==> src/shared/dac_cfg_pkg.sv <==
// Purpose: Shared constants and carriers for the dual channel configuration bank.
// Assumes: 24-bit serial frames, MSB first: read flag, 7-bit address, 16-bit data.
// Notes:   Every offset, field position and reset value is named here once.
package dac_cfg_pkg;

  // Sizes of the bank and the frame.
  localparam int NUM_CHAN    = 2;
  localparam int DATA_W      = 16;
  localparam int ADDR_W      = 7;
  localparam int FRAME_BITS  = 24;
  localparam int FRAME_CNT_W = 5;
  localparam int SPAN_W      = 4;
  localparam int VOLT_W      = 6;

  // Register offsets.
  localparam logic [ADDR_W-1:0] ADDR_BCAST_SEL   = 7'h05;
  localparam logic [ADDR_W-1:0] ADDR_SYNC_SEL    = 7'h06;
  localparam logic [ADDR_W-1:0] ADDR_PWDN        = 7'h09;
  localparam logic [ADDR_W-1:0] ADDR_SPAN        = 7'h0a;
  localparam logic [ADDR_W-1:0] ADDR_TRIGGER     = 7'h0e;
  localparam logic [ADDR_W-1:0] ADDR_GROUP_WRITE = 7'h0f;
  localparam logic [ADDR_W-1:0] ADDR_CHAN_A_DATA = 7'h11;
  localparam logic [ADDR_W-1:0] ADDR_CHAN_B_DATA = 7'h12;

  // Field positions: channel A at the low bit, channel B one above.
  localparam int CHAN_BIT_LSB     = 1;
  localparam int SPAN_LSB         = 4;
  localparam int TRIG_SW_LOAD_BIT = 4;
  localparam logic [DATA_W-1:0] CHAN_FIELD_MASK = 16'h0006;

  // Reset values of the four configuration registers.
  localparam logic [DATA_W-1:0] RST_BCAST_SEL = 16'h000f;
  localparam logic [DATA_W-1:0] RST_SYNC_SEL  = 16'h0000;
  localparam logic [DATA_W-1:0] RST_PWDN      = 16'h0fff;
  localparam logic [DATA_W-1:0] RST_SPAN      = 16'h0000;

  // Output span codes.
  localparam logic [SPAN_W-1:0] SPAN_U5  = 4'h0;
  localparam logic [SPAN_W-1:0] SPAN_U10 = 4'h1;
  localparam logic [SPAN_W-1:0] SPAN_U20 = 4'h2;
  localparam logic [SPAN_W-1:0] SPAN_B5  = 4'h3;
  localparam logic [SPAN_W-1:0] SPAN_U40 = 4'h4;
  localparam logic [SPAN_W-1:0] SPAN_B10 = 4'h6;
  localparam logic [SPAN_W-1:0] SPAN_B20 = 4'h7;
  localparam logic [SPAN_W-1:0] SPAN_U6  = 4'h8;
  localparam logic [SPAN_W-1:0] SPAN_U12 = 4'h9;
  localparam logic [SPAN_W-1:0] SPAN_B6  = 4'hd;
  localparam logic [SPAN_W-1:0] SPAN_B12 = 4'he;

  // One received serial frame.
  typedef struct packed {
    logic              rd;
    logic [ADDR_W-1:0] addr;
    logic [DATA_W-1:0] data;
  } frame_s;

  // Decoded span of one channel; volts is the full scale magnitude.
  typedef struct packed {
    logic              valid;
    logic              bipolar;
    logic [VOLT_W-1:0] volts;
  } span_info_s;

endpackage : dac_cfg_pkg

==> src/hdl/spi_frame_rx.sv <==
// Purpose: Oversampled serial slave that turns one framed transfer into a frame pulse.
// Assumes: Serial clock well below a quarter of i_clk; pins are asynchronous.
// Notes:   Frames whose bit count is not exactly the frame length are dropped.
`timescale 1ns/1ns
module spi_frame_rx
  (
    // Clock and reset.
    input  wire logic                        i_clk,
    input  wire logic                        i_resetn,
    // Serial pins.
    input  wire logic                        i_sclk,
    input  wire logic                        i_sdi,
    input  wire logic                        i_frame_sel_n,
    // Readback word shifted out in the next frame.
    input  wire logic [dac_cfg_pkg::DATA_W-1:0] i_rd_data,
    // Received frame.
    output logic                             o_frame_valid,
    output dac_cfg_pkg::frame_s              o_frame,
    // Serial data out and its enable.
    output logic                             o_sdo,
    output logic                             o_sdo_oe
  );
  import dac_cfg_pkg::*;

  typedef enum logic {RX_IDLE, RX_SHIFT} rx_state_e;

  logic [2:0]             meta_q;    // First stage: {sel_n, sclk, sdi}.
  logic [2:0]             sync_q;    // Second stage, safe to use.
  logic [2:0]             prev_q;    // Delayed copy for edge detection.
  rx_state_e              state_q, state_d;
  logic [FRAME_CNT_W-1:0] cnt_q, cnt_d;
  logic [FRAME_BITS-1:0]  shin_q, shin_d;
  logic [FRAME_BITS-1:0]  shout_q, shout_d;
  logic                   sdo_q, sdo_d;
  logic                   oe_q, oe_d;
  logic                   valid_q, valid_d;
  frame_s                 frame_q, frame_d;
  logic                   sel_fall, sel_rise, sclk_rise, sclk_fall;

  // Edges come only from the second and third stages, never the first.
  assign sel_fall  = prev_q[2] & ~sync_q[2];
  assign sel_rise  = ~prev_q[2] & sync_q[2];
  assign sclk_rise = ~prev_q[1] & sync_q[1];
  assign sclk_fall = prev_q[1] & ~sync_q[1];

  // Pin synchroniser; select idles high so it resets high.
  always_ff @(posedge i_clk or negedge i_resetn)
  begin
    if (!i_resetn)
    begin
      meta_q <= 3'h4;
      sync_q <= 3'h4;
      prev_q <= 3'h4;
    end
    else
    begin
      meta_q <= {i_frame_sel_n, i_sclk, i_sdi};
      sync_q <= meta_q;
      prev_q <= sync_q;
    end
  end

  // Frame sequencing: shift in on rising clock, shift out on falling clock.
  always_comb
  begin
    state_d = state_q;
    cnt_d   = cnt_q;
    shin_d  = shin_q;
    shout_d = shout_q;
    sdo_d   = sdo_q;
    oe_d    = oe_q;
    frame_d = frame_q;
    valid_d = 1'b0;
    case (state_q)
      RX_IDLE:
      begin
        if (sel_fall)
        begin
          // The readback word is latched here, so a read lands one frame late.
          state_d = RX_SHIFT;
          cnt_d   = '0;
          shout_d = {{(FRAME_BITS-DATA_W){1'b0}}, i_rd_data};
          sdo_d   = 1'b0;
          oe_d    = 1'b1;
        end
      end
      RX_SHIFT:
      begin
        if (sel_rise)
        begin
          state_d = RX_IDLE;
          oe_d    = 1'b0;
          sdo_d   = 1'b0;
          // A short or long frame is ignored to keep stray clocks harmless.
          if (cnt_q == FRAME_CNT_W'(FRAME_BITS))
          begin
            frame_d = frame_s'(shin_q);
            valid_d = 1'b1;
          end
        end
        else
        begin
          if (sclk_rise)
          begin
            shin_d = {shin_q[FRAME_BITS-2:0], sync_q[0]};
            if (cnt_q != {FRAME_CNT_W{1'b1}})
            begin
              cnt_d = cnt_q + FRAME_CNT_W'(1);
            end
          end
          if (sclk_fall)
          begin
            shout_d = {shout_q[FRAME_BITS-2:0], 1'b0};
            sdo_d   = shout_q[FRAME_BITS-2];
          end
        end
      end
      default:
      begin
        state_d = RX_IDLE;
      end
    endcase
  end

  // Frame state registers.
  always_ff @(posedge i_clk or negedge i_resetn)
  begin
    if (!i_resetn)
    begin
      state_q <= RX_IDLE;
      cnt_q   <= '0;
      shin_q  <= '0;
      shout_q <= '0;
      sdo_q   <= 1'b0;
      oe_q    <= 1'b0;
      valid_q <= 1'b0;
      frame_q <= '0;
    end
    else
    begin
      state_q <= state_d;
      cnt_q   <= cnt_d;
      shin_q  <= shin_d;
      shout_q <= shout_d;
      sdo_q   <= sdo_d;
      oe_q    <= oe_d;
      valid_q <= valid_d;
      frame_q <= frame_d;
    end
  end

  assign o_frame_valid = valid_q;
  assign o_frame       = frame_q;
  assign o_sdo         = sdo_q;
  assign o_sdo_oe      = oe_q;

endmodule : spi_frame_rx

==> src/hdl/dual_dac_channel_config_regs.sv <==
// Purpose: Per-channel broadcast, update mode, sleep and span registers of a dual converter.
// Assumes: Host writes only defined span codes; pins arrive asynchronously.
// Notes:   Immediate channel data is applied when the received frame is committed after select rises.
`timescale 1ns/1ns
// Notes on behaviour
// - Joined channel takes group write value.
// - Unjoined channel ignores group writes.
// - Deferred channel holds data until load.
// - Immediate channel updates when frame ends.
// - Sleep bit grounds the channel output.
// - Both channels asleep after reset.
// - Both channels join group after reset.
// - Both channels immediate after reset.
// - Span codes in bits 11:8, 7:4.
// - Span register clears at reset.
// - Codes 0000, 0001 give 5, 10 V.
// - Codes 1000, 1001 give 6, 12 V.
// - Codes 0011, 0110, 0111 bipolar 5/10/20.
// - Codes 1101, 1110 bipolar 6, 12.
// - Software load applies deferred channels' data.
// - Group write loads every joined channel.
module dual_dac_channel_config_regs
  (
    // Clock and reset.
    input  wire logic                         i_clk,
    input  wire logic                         i_resetn,
    // Serial interface pins.
    input  wire logic                         i_sclk,
    input  wire logic                         i_sdi,
    input  wire logic                         i_frame_sel_n,
    output logic                              o_sdo,
    output logic                              o_sdo_oe,
    // Load trigger pin, active low.
    input  wire logic                         i_load_trigger_n,
    // Channel outputs.
    output logic [dac_cfg_pkg::NUM_CHAN-1:0][dac_cfg_pkg::DATA_W-1:0] o_chan_code,
    output logic [dac_cfg_pkg::NUM_CHAN-1:0]  o_chan_sleep,
    output dac_cfg_pkg::span_info_s [dac_cfg_pkg::NUM_CHAN-1:0] o_span_info
  );
  import dac_cfg_pkg::*;

  localparam int SPAN_ALL = NUM_CHAN * SPAN_W;

  logic                                frame_valid;    // One-cycle frame commit.
  frame_s                              frame;          // Committed frame.
  logic                                ld_meta_q;      // Load pin, first stage.
  logic                                ld_sync_q;      // Load pin, second stage.
  logic                                ld_prev_q;      // Load pin, for edge detect.
  logic [NUM_CHAN-1:0]                 bcast_q, bcast_d;
  logic [NUM_CHAN-1:0]                 defer_q, defer_d;
  logic [NUM_CHAN-1:0]                 sleep_q, sleep_d;
  logic [NUM_CHAN-1:0][SPAN_W-1:0]     span_q, span_d;
  logic [NUM_CHAN-1:0][DATA_W-1:0]     held_q, held_d;  // Data waiting for a load.
  logic [NUM_CHAN-1:0][DATA_W-1:0]     code_q, code_d;  // Data driving the output.
  span_info_s [NUM_CHAN-1:0]           info_q, info_d;
  logic [DATA_W-1:0]                   rd_q, rd_d;
  logic [NUM_CHAN-1:0]                 touched;        // Channel written this frame.
  logic                                wr;
  logic                                sw_load;
  logic                                hw_load;

  // Serial framing lives in its own module; it also shifts the readback out.
  spi_frame_rx u_spi_frame_rx
  (
    .i_clk         (i_clk),
    .i_resetn      (i_resetn),
    .i_sclk        (i_sclk),
    .i_sdi         (i_sdi),
    .i_frame_sel_n (i_frame_sel_n),
    .i_rd_data     (rd_q),
    .o_frame_valid (frame_valid),
    .o_frame       (frame),
    .o_sdo         (o_sdo),
    .o_sdo_oe      (o_sdo_oe)
  );

  // Span decode; undefined codes flag invalid and their scale is meaningless.
  function automatic span_info_s span_decode(input logic [SPAN_W-1:0] code);
    span_info_s s;
    s = '{valid: 1'b1, bipolar: 1'b0, volts: '0};
    case (code)
      SPAN_U5:  s.volts = 6'h05;
      SPAN_U10: s.volts = 6'h0a;
      SPAN_U6:  s.volts = 6'h06;
      SPAN_U12: s.volts = 6'h0c;
      SPAN_U20: s.volts = 6'h14;
      SPAN_U40: s.volts = 6'h28;
      SPAN_B5:  s = '{valid: 1'b1, bipolar: 1'b1, volts: 6'h05};
      SPAN_B10: s = '{valid: 1'b1, bipolar: 1'b1, volts: 6'h0a};
      SPAN_B20: s = '{valid: 1'b1, bipolar: 1'b1, volts: 6'h14};
      SPAN_B6:  s = '{valid: 1'b1, bipolar: 1'b1, volts: 6'h06};
      SPAN_B12: s = '{valid: 1'b1, bipolar: 1'b1, volts: 6'h0c};
      default:  s.valid = 1'b0;
    endcase
    return s;
  endfunction : span_decode

  // Readback word; reserved bits come from the reset constant, span is write-only.
  function automatic logic [DATA_W-1:0] read_word(input logic [ADDR_W-1:0] addr,
                                                  input logic [NUM_CHAN-1:0] bc,
                                                  input logic [NUM_CHAN-1:0] df,
                                                  input logic [NUM_CHAN-1:0] sl);
    logic [DATA_W-1:0] w;
    w = '0;
    case (addr)
      ADDR_BCAST_SEL: w = (RST_BCAST_SEL & ~CHAN_FIELD_MASK) | (DATA_W'(bc) << CHAN_BIT_LSB);
      ADDR_SYNC_SEL:  w = (RST_SYNC_SEL & ~CHAN_FIELD_MASK) | (DATA_W'(df) << CHAN_BIT_LSB);
      ADDR_PWDN:      w = (RST_PWDN & ~CHAN_FIELD_MASK) | (DATA_W'(sl) << CHAN_BIT_LSB);
      default:        w = '0;
    endcase
    return w;
  endfunction : read_word

  assign wr      = frame_valid & ~frame.rd;
  assign hw_load = ld_prev_q & ~ld_sync_q;

  // Load pin synchroniser; the falling edge is the trigger.
  always_ff @(posedge i_clk or negedge i_resetn)
  begin
    if (!i_resetn)
    begin
      ld_meta_q <= 1'b1;
      ld_sync_q <= 1'b1;
      ld_prev_q <= 1'b1;
    end
    else
    begin
      ld_meta_q <= i_load_trigger_n;
      ld_sync_q <= ld_meta_q;
      ld_prev_q <= ld_sync_q;
    end
  end

  // Register writes, readback capture and per-channel update selection.
  always_comb
  begin
    bcast_d = bcast_q;
    defer_d = defer_q;
    sleep_d = sleep_q;
    span_d  = span_q;
    held_d  = held_q;
    code_d  = code_q;
    info_d  = info_q;
    rd_d    = rd_q;
    touched = '0;
    sw_load = 1'b0;
    if (frame_valid && frame.rd)
    begin
      rd_d = read_word(frame.addr, bcast_q, defer_q, sleep_q);
    end
    if (wr)
    begin
      // Select registers keep only the channel bits, span only bits 11:4; reserved bits are dropped.
      case (frame.addr)
        ADDR_BCAST_SEL:   bcast_d = frame.data[CHAN_BIT_LSB +: NUM_CHAN];
        ADDR_SYNC_SEL:    defer_d = frame.data[CHAN_BIT_LSB +: NUM_CHAN];
        ADDR_PWDN:        sleep_d = frame.data[CHAN_BIT_LSB +: NUM_CHAN];
        ADDR_SPAN:        span_d  = frame.data[SPAN_LSB +: SPAN_ALL];
        ADDR_TRIGGER:     sw_load = frame.data[TRIG_SW_LOAD_BIT];
        ADDR_GROUP_WRITE: touched = bcast_q;
        ADDR_CHAN_A_DATA: touched = 2'h1;
        ADDR_CHAN_B_DATA: touched = 2'h2;
        default:          touched = '0;
      endcase
    end
    for (int ch = 0; ch < NUM_CHAN; ch++)
    begin
      if (touched[ch])
      begin
        held_d[ch] = frame.data;
      end
      if (touched[ch] && !defer_q[ch])
      begin
        // Immediate mode: the frame end itself applies the data.
        code_d[ch] = frame.data;
      end
      else if ((hw_load || sw_load) && defer_q[ch])
      begin
        // Deferred mode: only a trigger moves held data to the output.
        code_d[ch] = held_q[ch];
      end
      info_d[ch] = span_decode(span_q[ch]);
    end
  end

  // Configuration and channel state registers.
  always_ff @(posedge i_clk or negedge i_resetn)
  begin
    if (!i_resetn)
    begin
      bcast_q <= RST_BCAST_SEL[CHAN_BIT_LSB +: NUM_CHAN];
      defer_q <= RST_SYNC_SEL[CHAN_BIT_LSB +: NUM_CHAN];
      sleep_q <= RST_PWDN[CHAN_BIT_LSB +: NUM_CHAN];
      span_q  <= RST_SPAN[SPAN_LSB +: SPAN_ALL];
      held_q  <= '0;
      code_q  <= '0;
      info_q  <= '0;
      rd_q    <= '0;
    end
    else
    begin
      bcast_q <= bcast_d;
      defer_q <= defer_d;
      sleep_q <= sleep_d;
      span_q  <= span_d;
      held_q  <= held_d;
      code_q  <= code_d;
      info_q  <= info_d;
      rd_q    <= rd_d;
    end
  end

  // The sleep output drives the grounding switch; the code is kept for wake-up.
  assign o_chan_code  = code_q;
  assign o_chan_sleep = sleep_q;
  assign o_span_info  = info_q;

  group_join_a : assert property (@(posedge i_clk) disable iff (!i_resetn)
    wr && frame.addr == ADDR_GROUP_WRITE && bcast_q[0] && !defer_q[0]
    |=> code_q[0] == $past(frame.data))
    else $error("joined channel missed group write");

  group_skip_a : assert property (@(posedge i_clk) disable iff (!i_resetn)
    wr && frame.addr == ADDR_GROUP_WRITE && !bcast_q[0] && !defer_q[0]
    |=> $stable(code_q[0]) && $stable(held_q[0]))
    else $error("unjoined channel changed on group write");

  defer_hold_a : assert property (@(posedge i_clk) disable iff (!i_resetn)
    wr && frame.addr == ADDR_CHAN_A_DATA && defer_q[0] && !hw_load
    |=> $stable(code_q[0]) ##1 held_q[0] == $past(frame.data, 2))
    else $error("deferred channel updated without load");

  sw_load_a : assert property (@(posedge i_clk) disable iff (!i_resetn)
    wr && frame.addr == ADDR_TRIGGER && frame.data[TRIG_SW_LOAD_BIT] && defer_q[1]
    |=> code_q[1] == $past(held_q[1]))
    else $error("software load did not apply held data");

  immediate_update_a : assert property (@(posedge i_clk) disable iff (!i_resetn)
    wr && frame.addr == ADDR_CHAN_B_DATA && !defer_q[1]
    |=> code_q[1] == $past(frame.data))
    else $error("immediate channel did not update at frame end");

  sleep_write_a : assert property (@(posedge i_clk) disable iff (!i_resetn)
    wr && frame.addr == ADDR_PWDN |=> o_chan_sleep == $past(frame.data[2:1]))
    else $error("sleep output does not follow its register");

  reset_state_a : assert property (@(posedge i_clk)
    $rose(i_resetn) |-> o_chan_sleep == 2'h3 && bcast_q == 2'h3
                        && defer_q == 2'h0 && span_q == '0)
    else $error("wrong state after reset");

  span_field_a : assert property (@(posedge i_clk) disable iff (!i_resetn)
    wr && frame.addr == ADDR_SPAN
    |=> span_q[1] == $past(frame.data[11:8]) && span_q[0] == $past(frame.data[7:4]))
    else $error("span fields taken from wrong bits");

  span_unipolar_a : assert property (@(posedge i_clk) disable iff (!i_resetn)
    span_q[0] == 4'h9
    |=> o_span_info[0] == span_info_s'{valid: 1'b1, bipolar: 1'b0, volts: 6'h0c})
    else $error("code 1001 not decoded as 0 to 12 V");

  span_bipolar_a : assert property (@(posedge i_clk) disable iff (!i_resetn)
    span_q[1] == 4'h7 |=> o_span_info[1].bipolar && o_span_info[1].volts == 6'h14)
    else $error("code 0111 not decoded as 20 V bipolar");

  reserved_read_a : assert property (@(posedge i_clk) disable iff (!i_resetn)
    frame_valid && frame.rd && frame.addr == ADDR_PWDN
    |=> rd_q[15:12] == 4'h0 && rd_q[11:3] == 9'h1ff && rd_q[0])
    else $error("reserved readback bits wrong");

endmodule : dual_dac_channel_config_regs

==> config.mk <==
export PLATFORM = sky130hd
export DESIGN_NAME = dual_dac_channel_config_regs
export DESIGN_NICKNAME = d
export VERILOG_FILES = /design/src/shared/dac_cfg_pkg.sv /design/src/hdl/spi_frame_rx.sv /design/src/hdl/dual_dac_channel_config_regs.sv
export SDC_FILE = /design/constraint.sdc
export NUM_CORES = 1
export LEC_CHECK = 0
export BUFFER_PORTS_ARGS = -buffer_cell sky130_fd_sc_hd__buf_2
export CORE_ASPECT_RATIO = 0.6
export CORE_UTILIZATION = 25
export CTS_CLUSTER_SIZE = 40
export DETAILED_ROUTE_END_ITERATION = 10
export PLACE_DENSITY = 0.5
export SYNTH_ARGS = -nofsm -noshare
export SYNTH_HDL_FRONTEND = slang
export SYNTH_SLANG_ARGS = --single-unit
==> constraint.sdc <==
create_clock -name i_clk -period 5.85 [get_ports i_clk]
set_clock_uncertainty 0.05 [all_clocks]
set_input_delay 0.585 -clock i_clk [delete_from_list [all_inputs] [get_ports i_clk]]
set_output_delay 0.585 -clock i_clk [all_outputs]
set_load 0.1 [all_outputs]
==> metrics, run 1 <==
CP Data Required Time=6.12 ns; max-slew violations=0; Routed Antenna Nets=0; fraction of layout cells with a size suffix above 1=25.14%; CTS resizes=0; overall routed net length=19.21 mm; most common library cell in the layout ignoring fill and taps=dfrtp_1; maximum vdd drop=0.1695 mV; Routed wire per std cell=16.40 um; CTS Buffer Depth=2; CTS Hold Bufs=0; Worst-Skew Late Latency=0.44 ns; port bufs=57; total gr overflow=0; EDFF count, synth=0; Layout area overhead=16.45%; P_leak=4.767 nW; worst-path maximum fanout=32; area of the multi-input gates=3318 um^2; number of core rows=51; initial antenna violation count=1; commonest cells after routing, fill and taps aside=dfrtp_1, mux2_2, buf_2; path depth of the worst reg2reg path=4; Clock Pin Slew Worst Setup and Hold Paths=0.07 ns; # IOs=58; Worst-Margin Slew=0.8511 ns; Final period util=48.49%; Slew HR=43.02%; ys flop type=dfrtp_1; CTS tree=yes; critical path's largest stage delay=0.76 ns; die area=34,190 um^2; endpoints failing hold=0; Tmin final=2.837 ns; total number of vias=5,301; register area=4742 um^2; reg-to-reg endpoint=held_q[9]$_DFFE_PN0P_; Vert. Die Dim=143.6 um; Post-Syn Area=8358 um^2; postcts setup bufs=0; Post-layout nets=716; CTS buffer count=17; async set or reset register ratio after synthesis=100.0%; post-synthesis area per instance=12.51 um^2; Worst Setup Path Type=register to register; total of max-cap violations=0; Warnings, synthesis=0; Starting Density=25.58%; first-pass GRT wire length=31.22 mm; drc violations=0; Via density=4.527; Placer Congestion=0.7904; synthesized instance count=668; DR iter-0 viols=376; Die W=238.1 um; Hold WC Path Type=input port to asynchronous set/reset pin; RSZ-0062 raised after global routing=false; beginning of the critical path=u_spi_frame_rx.o_frame[19]$_DFFE_PN0P_; largest net degree at the start of global routing=75; setup slack, reg-to-reg=3.01 ns; syn nets=677; synth unique cells=57; Final HPWL DP=12.70 mm; CP Capture Point=held_q[9]$_DFFE_PN0P_; CTS root buf=clkbuf_16; WP data arrival=3.11 ns; CTS Sinks=189; Power Density=286.6 nW/um^2; crit start category=register; status=finished, final reports clean; vias in the first global route=5,261; Sum Neg Setup Slack=0 ns; Final setup viols=0; H-tree depth=4; Pre-antenna DRT Iters=5; flops & latches, synth=189; CP Capture Type=register; Worst R2R Start=u_spi_frame_rx.o_frame[19]$_DFFE_PN0P_; Fill cells=3,345; Max Fclk=352.5 MHz; Pwr Total=0.002790 W; cells along the critical path=nor3b_2, nor4b_4, o21a_2, mux2_1; total track usage=11.99%; Critical-path top delay cell=o21a_2; CORE AREA=32,670 um^2; sequential element share of the synthesized area=56.74%
## how the worst min path moves through the flow
stage                                  startpoint                                 end  slack (ns)  cells past startpoint
2_1_floorplan                            i_resetn              defer_q[0]$_DFFE_PN0P_        0.24                      0
3_3_place_gp   u_spi_frame_rx.meta_q[0]$_DFF_PN0_  u_spi_frame_rx.sync_q[0]$_DFF_PN0_        0.29                      0
3_5_place_dp   u_spi_frame_rx.meta_q[2]$_DFF_PN1_  u_spi_frame_rx.sync_q[2]$_DFF_PN1_        0.30                      0
4_1_cts                                  i_resetn  u_spi_frame_rx.meta_q[1]$_DFF_PN0_        0.12                      1
5_1_grt                                  i_resetn  u_spi_frame_rx.meta_q[1]$_DFF_PN0_        0.13                      1
6_report                                 i_resetn  u_spi_frame_rx.meta_q[1]$_DFF_PN0_        0.09                      1
## synth_stat cells, drive strengths merged (4+ instances only)
cell type,instances,area share [%]
o2111ai,17,1.8
clkbuf,33,1.5
a21oi,19,1.1
nand2,39,1.8
o211ai,4,0.36
nor2b,29,2.2
mux2,107,14
a22oi,4,0.36
xnor2,4,0.42
dfrtp,179,54
nand2b,10,0.75
o221ai,16,1.7
o21ai,31,1.9
buf,17,1.2
inv,22,0.99
nor2,6,0.27
o211a,14,1.7
a221o,14,1.7
nor3,6,0.55
a22o,4,0.42
mux2i,18,2.2
nor3b,5,0.51
nand3,15,0.90
dfstp,10,3.1
nor4,6,0.52
## critical path: cells and delay by family (launching register included)
kind,cells,cell delay (ns)
AO/OA/AOI/OAI,1,0.76
flip-flops,1,0.48
multiplexers,1,0.38
AND/OR/NAND/NOR,2,1.02
## per-stage QoR
stage | util (%) | instance area (um^2) | instances | worst slack [ns] | hold WS, ns
final | 29.79 | 9733 | 1171 | 3.013 | 0.09028
after global routing | 29.78 | 9731 | 1170 | 2.801 | 0.1331
after CTS | 29.78 | 9731 | 1170 | 3.012 | 0.1154
after detailed placement | 27.85 | 9097 | 1138 | 3.043 | 0.2972
after global placement | 27.85 | 9097 | 1138 | 3.064 | 0.2934
after floorplan | - | 8358 | 668 | 3.867 | 0.2394
## cell type report
class	instances	share of cell area, %
inverter	22	0.8484
timing repair buffer	70	4.024
sequential	189	48.72
multi-input combinational	407	34.09
clock inverter	12	1.915
clock buffer	20	4.589
tap	450	5.785
antenna	1	0.02571
## metal layers
layer  GRT usage (%)  share of wire, %  vias up
li1                -                 -     2539
met1           18.68                55     2687
met2           15.85                40       62
met3           2.612               3.5       13
met4           4.150               1.2        0
met5               0                 0        -
## sequential cells by signal, summed over array words and instances, names as in the netlist, 3 cells and up
| signal | flops |
|---|---|
| u_spi_frame_rx.shin_q | 24 |
| span_q | 8 |
| u_spi_frame_rx.o_frame | 24 |
| u_spi_frame_rx.shout_q | 23 |
| u_spi_frame_rx.sync_q | 3 |
| held_q | 32 |
| u_spi_frame_rx.cnt_q | 5 |
| o_chan_code | 32 |
| o_span_info | 16 |
| rd_q | 4 |
| u_spi_frame_rx.meta_q | 3 |
## logic make-up after synthesis
group	after synthesis	synth area share, %
buffers and inverters	72	3.668
muxes	125	16.57
DFF	189	56.74
xor gates and xnor gates	4	0.4191
adders and majority gates	3	0.4491
AOI/OAI and AO/OA	141	12.86
and+or+nand+nor	134	9.296
## power breakdown
group / internal (W) / switching [W]
Clock: 0.000733 / 0.000529
Sequential: 0.00136 / 0.0000369
Combinational: 0.0000494 / 0.0000860
(Power assumes the default switching activity.)
==> inputs of run 2 (changes only) <==
Settings changed: PLACE_DENSITY 0.5 to 0.51.
Clock period 5.85 ns to 2.34 ns, I/O delays scaled along.
==> metrics, run 2 (synthesis results as in run 1) <==
total number of vias=5,366 (+1.2%); Layout area overhead=19.24%; status=finished, final reports clean; Fill cells=3,314 (-0.93%); DR iter-0 viols=317 (-16%); Via density=4.509 (-0.39%); Sw Share=22.72% (-0.63 points); initial antenna violation count=1 (unchanged); Pre-antenna DRT Iters=5 (unchanged); largest net degree at the start of global routing=67 (-11%); overall routed net length=19.05 mm (-0.82%); Worst-Margin Slew=0.7119 ns (-0.1392 ns); first-pass GRT wire length=31.37 mm (+0.46%); CTS root buf=clkbuf_16; setup slack, reg-to-reg=0.23 ns (-2.78 ns); port bufs=57 (unchanged); Worst-Skew Late Latency=0.43 ns (about the same); total track usage=11.84% (-0.15 points); CTS Sinks=189 (unchanged); Flop pwr share=50.8% (+0.9 points); CP Data Required Time=2.60 ns (-3.52 ns); cell-internal power=0.005277 W (+150%); worst-path maximum fanout=33 (+3.1%); # IOs=58 (unchanged); RSZ-0062 raised after global routing=false; Routed Antenna Nets=0 (unchanged); CTS buffer count=17 (unchanged); Die W=238.1 um (unchanged); Sum Neg Setup Slack=0 ns (unchanged); max-slew violations=0 (unchanged); WP data arrival=2.37 ns (-0.74 ns); total gr overflow=0 (unchanged); Switching Power=0.001552 W (+140%); vias in the first global route=5,249 (-0.23%); pre-CTS setup slack=0.2338 ns (-2.809 ns); number of core rows=51 (unchanged); maximum vdd drop=0.4027 mV (+140%); combinational share of power=5.6% (+0.7 points); Vert. Die Dim=143.6 um (unchanged); Placer Congestion=0.7363 (-6.8%); CTS tree=yes; CP Capture Type=register; area of the multi-input gates=3324 um^2 (+0.19%); total of max-cap violations=0 (unchanged); Post-layout nets=735 (+2.7%); Final HPWL DP=12.69 mm (about the same); commonest cells after routing, fill and taps aside=dfrtp_1, mux2_2, buf_2; Clock Pin Slew Worst Setup and Hold Paths=0.07 ns (about the same); register area=4742 um^2 (unchanged); P_leak=4.871 nW (+2.2%); die area=34,190 um^2 (unchanged); crit start category=register; Final setup viols=0 (unchanged); Final period util=90.05% (+42 points); most common library cell in the layout ignoring fill and taps=dfrtp_1; Starting Density=25.58% (unchanged); Power Density=685.2 nW/um^2 (+140%); Slew HR=52.49% (+9.5 points); Tmin final=2.107 ns (-0.7297 ns); Max Fclk=474.6 MHz (+35%); Routed wire per std cell=16.01 um (-2.4%); Clock Power Share=43.6% (-1.6 points); CORE AREA=32,670 um^2 (unchanged); setup slack after layout=0.2329 ns (-2.780 ns); Hold WC Path Type=input port to asynchronous set/reset pin; H-tree depth=4 (unchanged); drc violations=0 (unchanged); CTS Buffer Depth=2 (unchanged); Worst Setup Path Type=register to register; fraction of layout cells with a size suffix above 1=26.29% (+1.1 points); endpoints failing hold=0 (unchanged)
==> run 2: cell count changes in the layout (fill, tap and decap cells not counted), moves of 2 or more <==
cell / before / now
buf_12: 0 / 8
buf_4: 13 / 19
dlygate4sd3_1: 0 / 5
clkinvlp_4: 2 / 4
==> run 2: stage by stage <==
stage	util, %	std cells	power (W)	area, um^2	hold slack, ns
3_5_place_dp	28.47	1152	0.003916	9303	0.2599
6_report	30.50	1190	0.006828	9966	0.2969
3_3_place_gp	28.47	1152	0.003912	9303	0.2581
4_1_cts	30.47	1188	0.006947	9955	0.3095
2_1_floorplan	-	668	0.003747	8358	-0.1116
5_1_grt	30.49	1188	0.007147	9961	0.3194
==> run 2: routing by layer <==
layer,vias to the layer above,global-route usage [%],share of wire [%]
li1,2580,-,-
met1,2700,19.63,56
met2,81,14.87,40
met3,5,2.593,4.0
met4,0,2.530,0.39
met5,-,0,0
==> run 2: worst paths after layout <==
kind / startpoint / end / depth (start not counted)
worst max-delay path: u_spi_frame_rx.o_frame[19]$_DFFE_PN0P_ / o_chan_code[16]$_DFFE_PN0P_ / 5
worst min-delay path: i_resetn / u_spi_frame_rx.meta_q[0]$_DFF_PN0_ / 2
worst max register to register: u_spi_frame_rx.o_frame[19]$_DFFE_PN0P_ / o_chan_code[16]$_DFFE_PN0P_ / 5
worst min register to register: u_spi_frame_rx.meta_q[1]$_DFF_PN0_ / u_spi_frame_rx.sync_q[1]$_DFF_PN0_ / 0
max in group asynchronous: i_resetn / o_chan_sleep[0]$_DFFE_PN1P_ / 3
min in group i_clk: u_spi_frame_rx.meta_q[1]$_DFF_PN0_ / u_spi_frame_rx.sync_q[1]$_DFF_PN0_ / 0
==> run 2: area by class of cell <==
type                    count  area share, %
multi-input cells         407          33.36
inverters                  22         0.8286
flip-flops and latches    189          47.58
clock inverters             9          1.381
clock buffers              22          4.658
repair buffers             89          6.491
well taps                 450          5.650
diodes                      2        0.05022
==> run 2: timing repair <==
| item | 4_1_cts | 5_1_grt |
|---|---|---|
| hold buffers | 5 | 0 |
| gates resized for setup | 0 | 1 |
| hold endpoints to repair | 60 | 0 |
| setup buffers | 0 | 0 |
| setup endpoints to repair | 0 | 2 |
==> run 2: power by group through the flow <==
stage                     logic, W  registers [W]  clock network (W)
after floorplan           0.000198        0.00355                  0
after global placement    0.000382        0.00353                  0
after detailed placement  0.000384        0.00353                  0
after CTS                 0.000391        0.00347            0.00309
after global routing      0.000425        0.00349            0.00324
final                     0.000381        0.00347            0.00298
==> run 2: worst max-delay path: stages, from the launching register on <==
cell     delay (ns)
dfrtp_1        0.48
and2_1         0.22
a41oi_4        0.24
buf_12         0.25
mux2_2         0.37
a221o_1        0.35
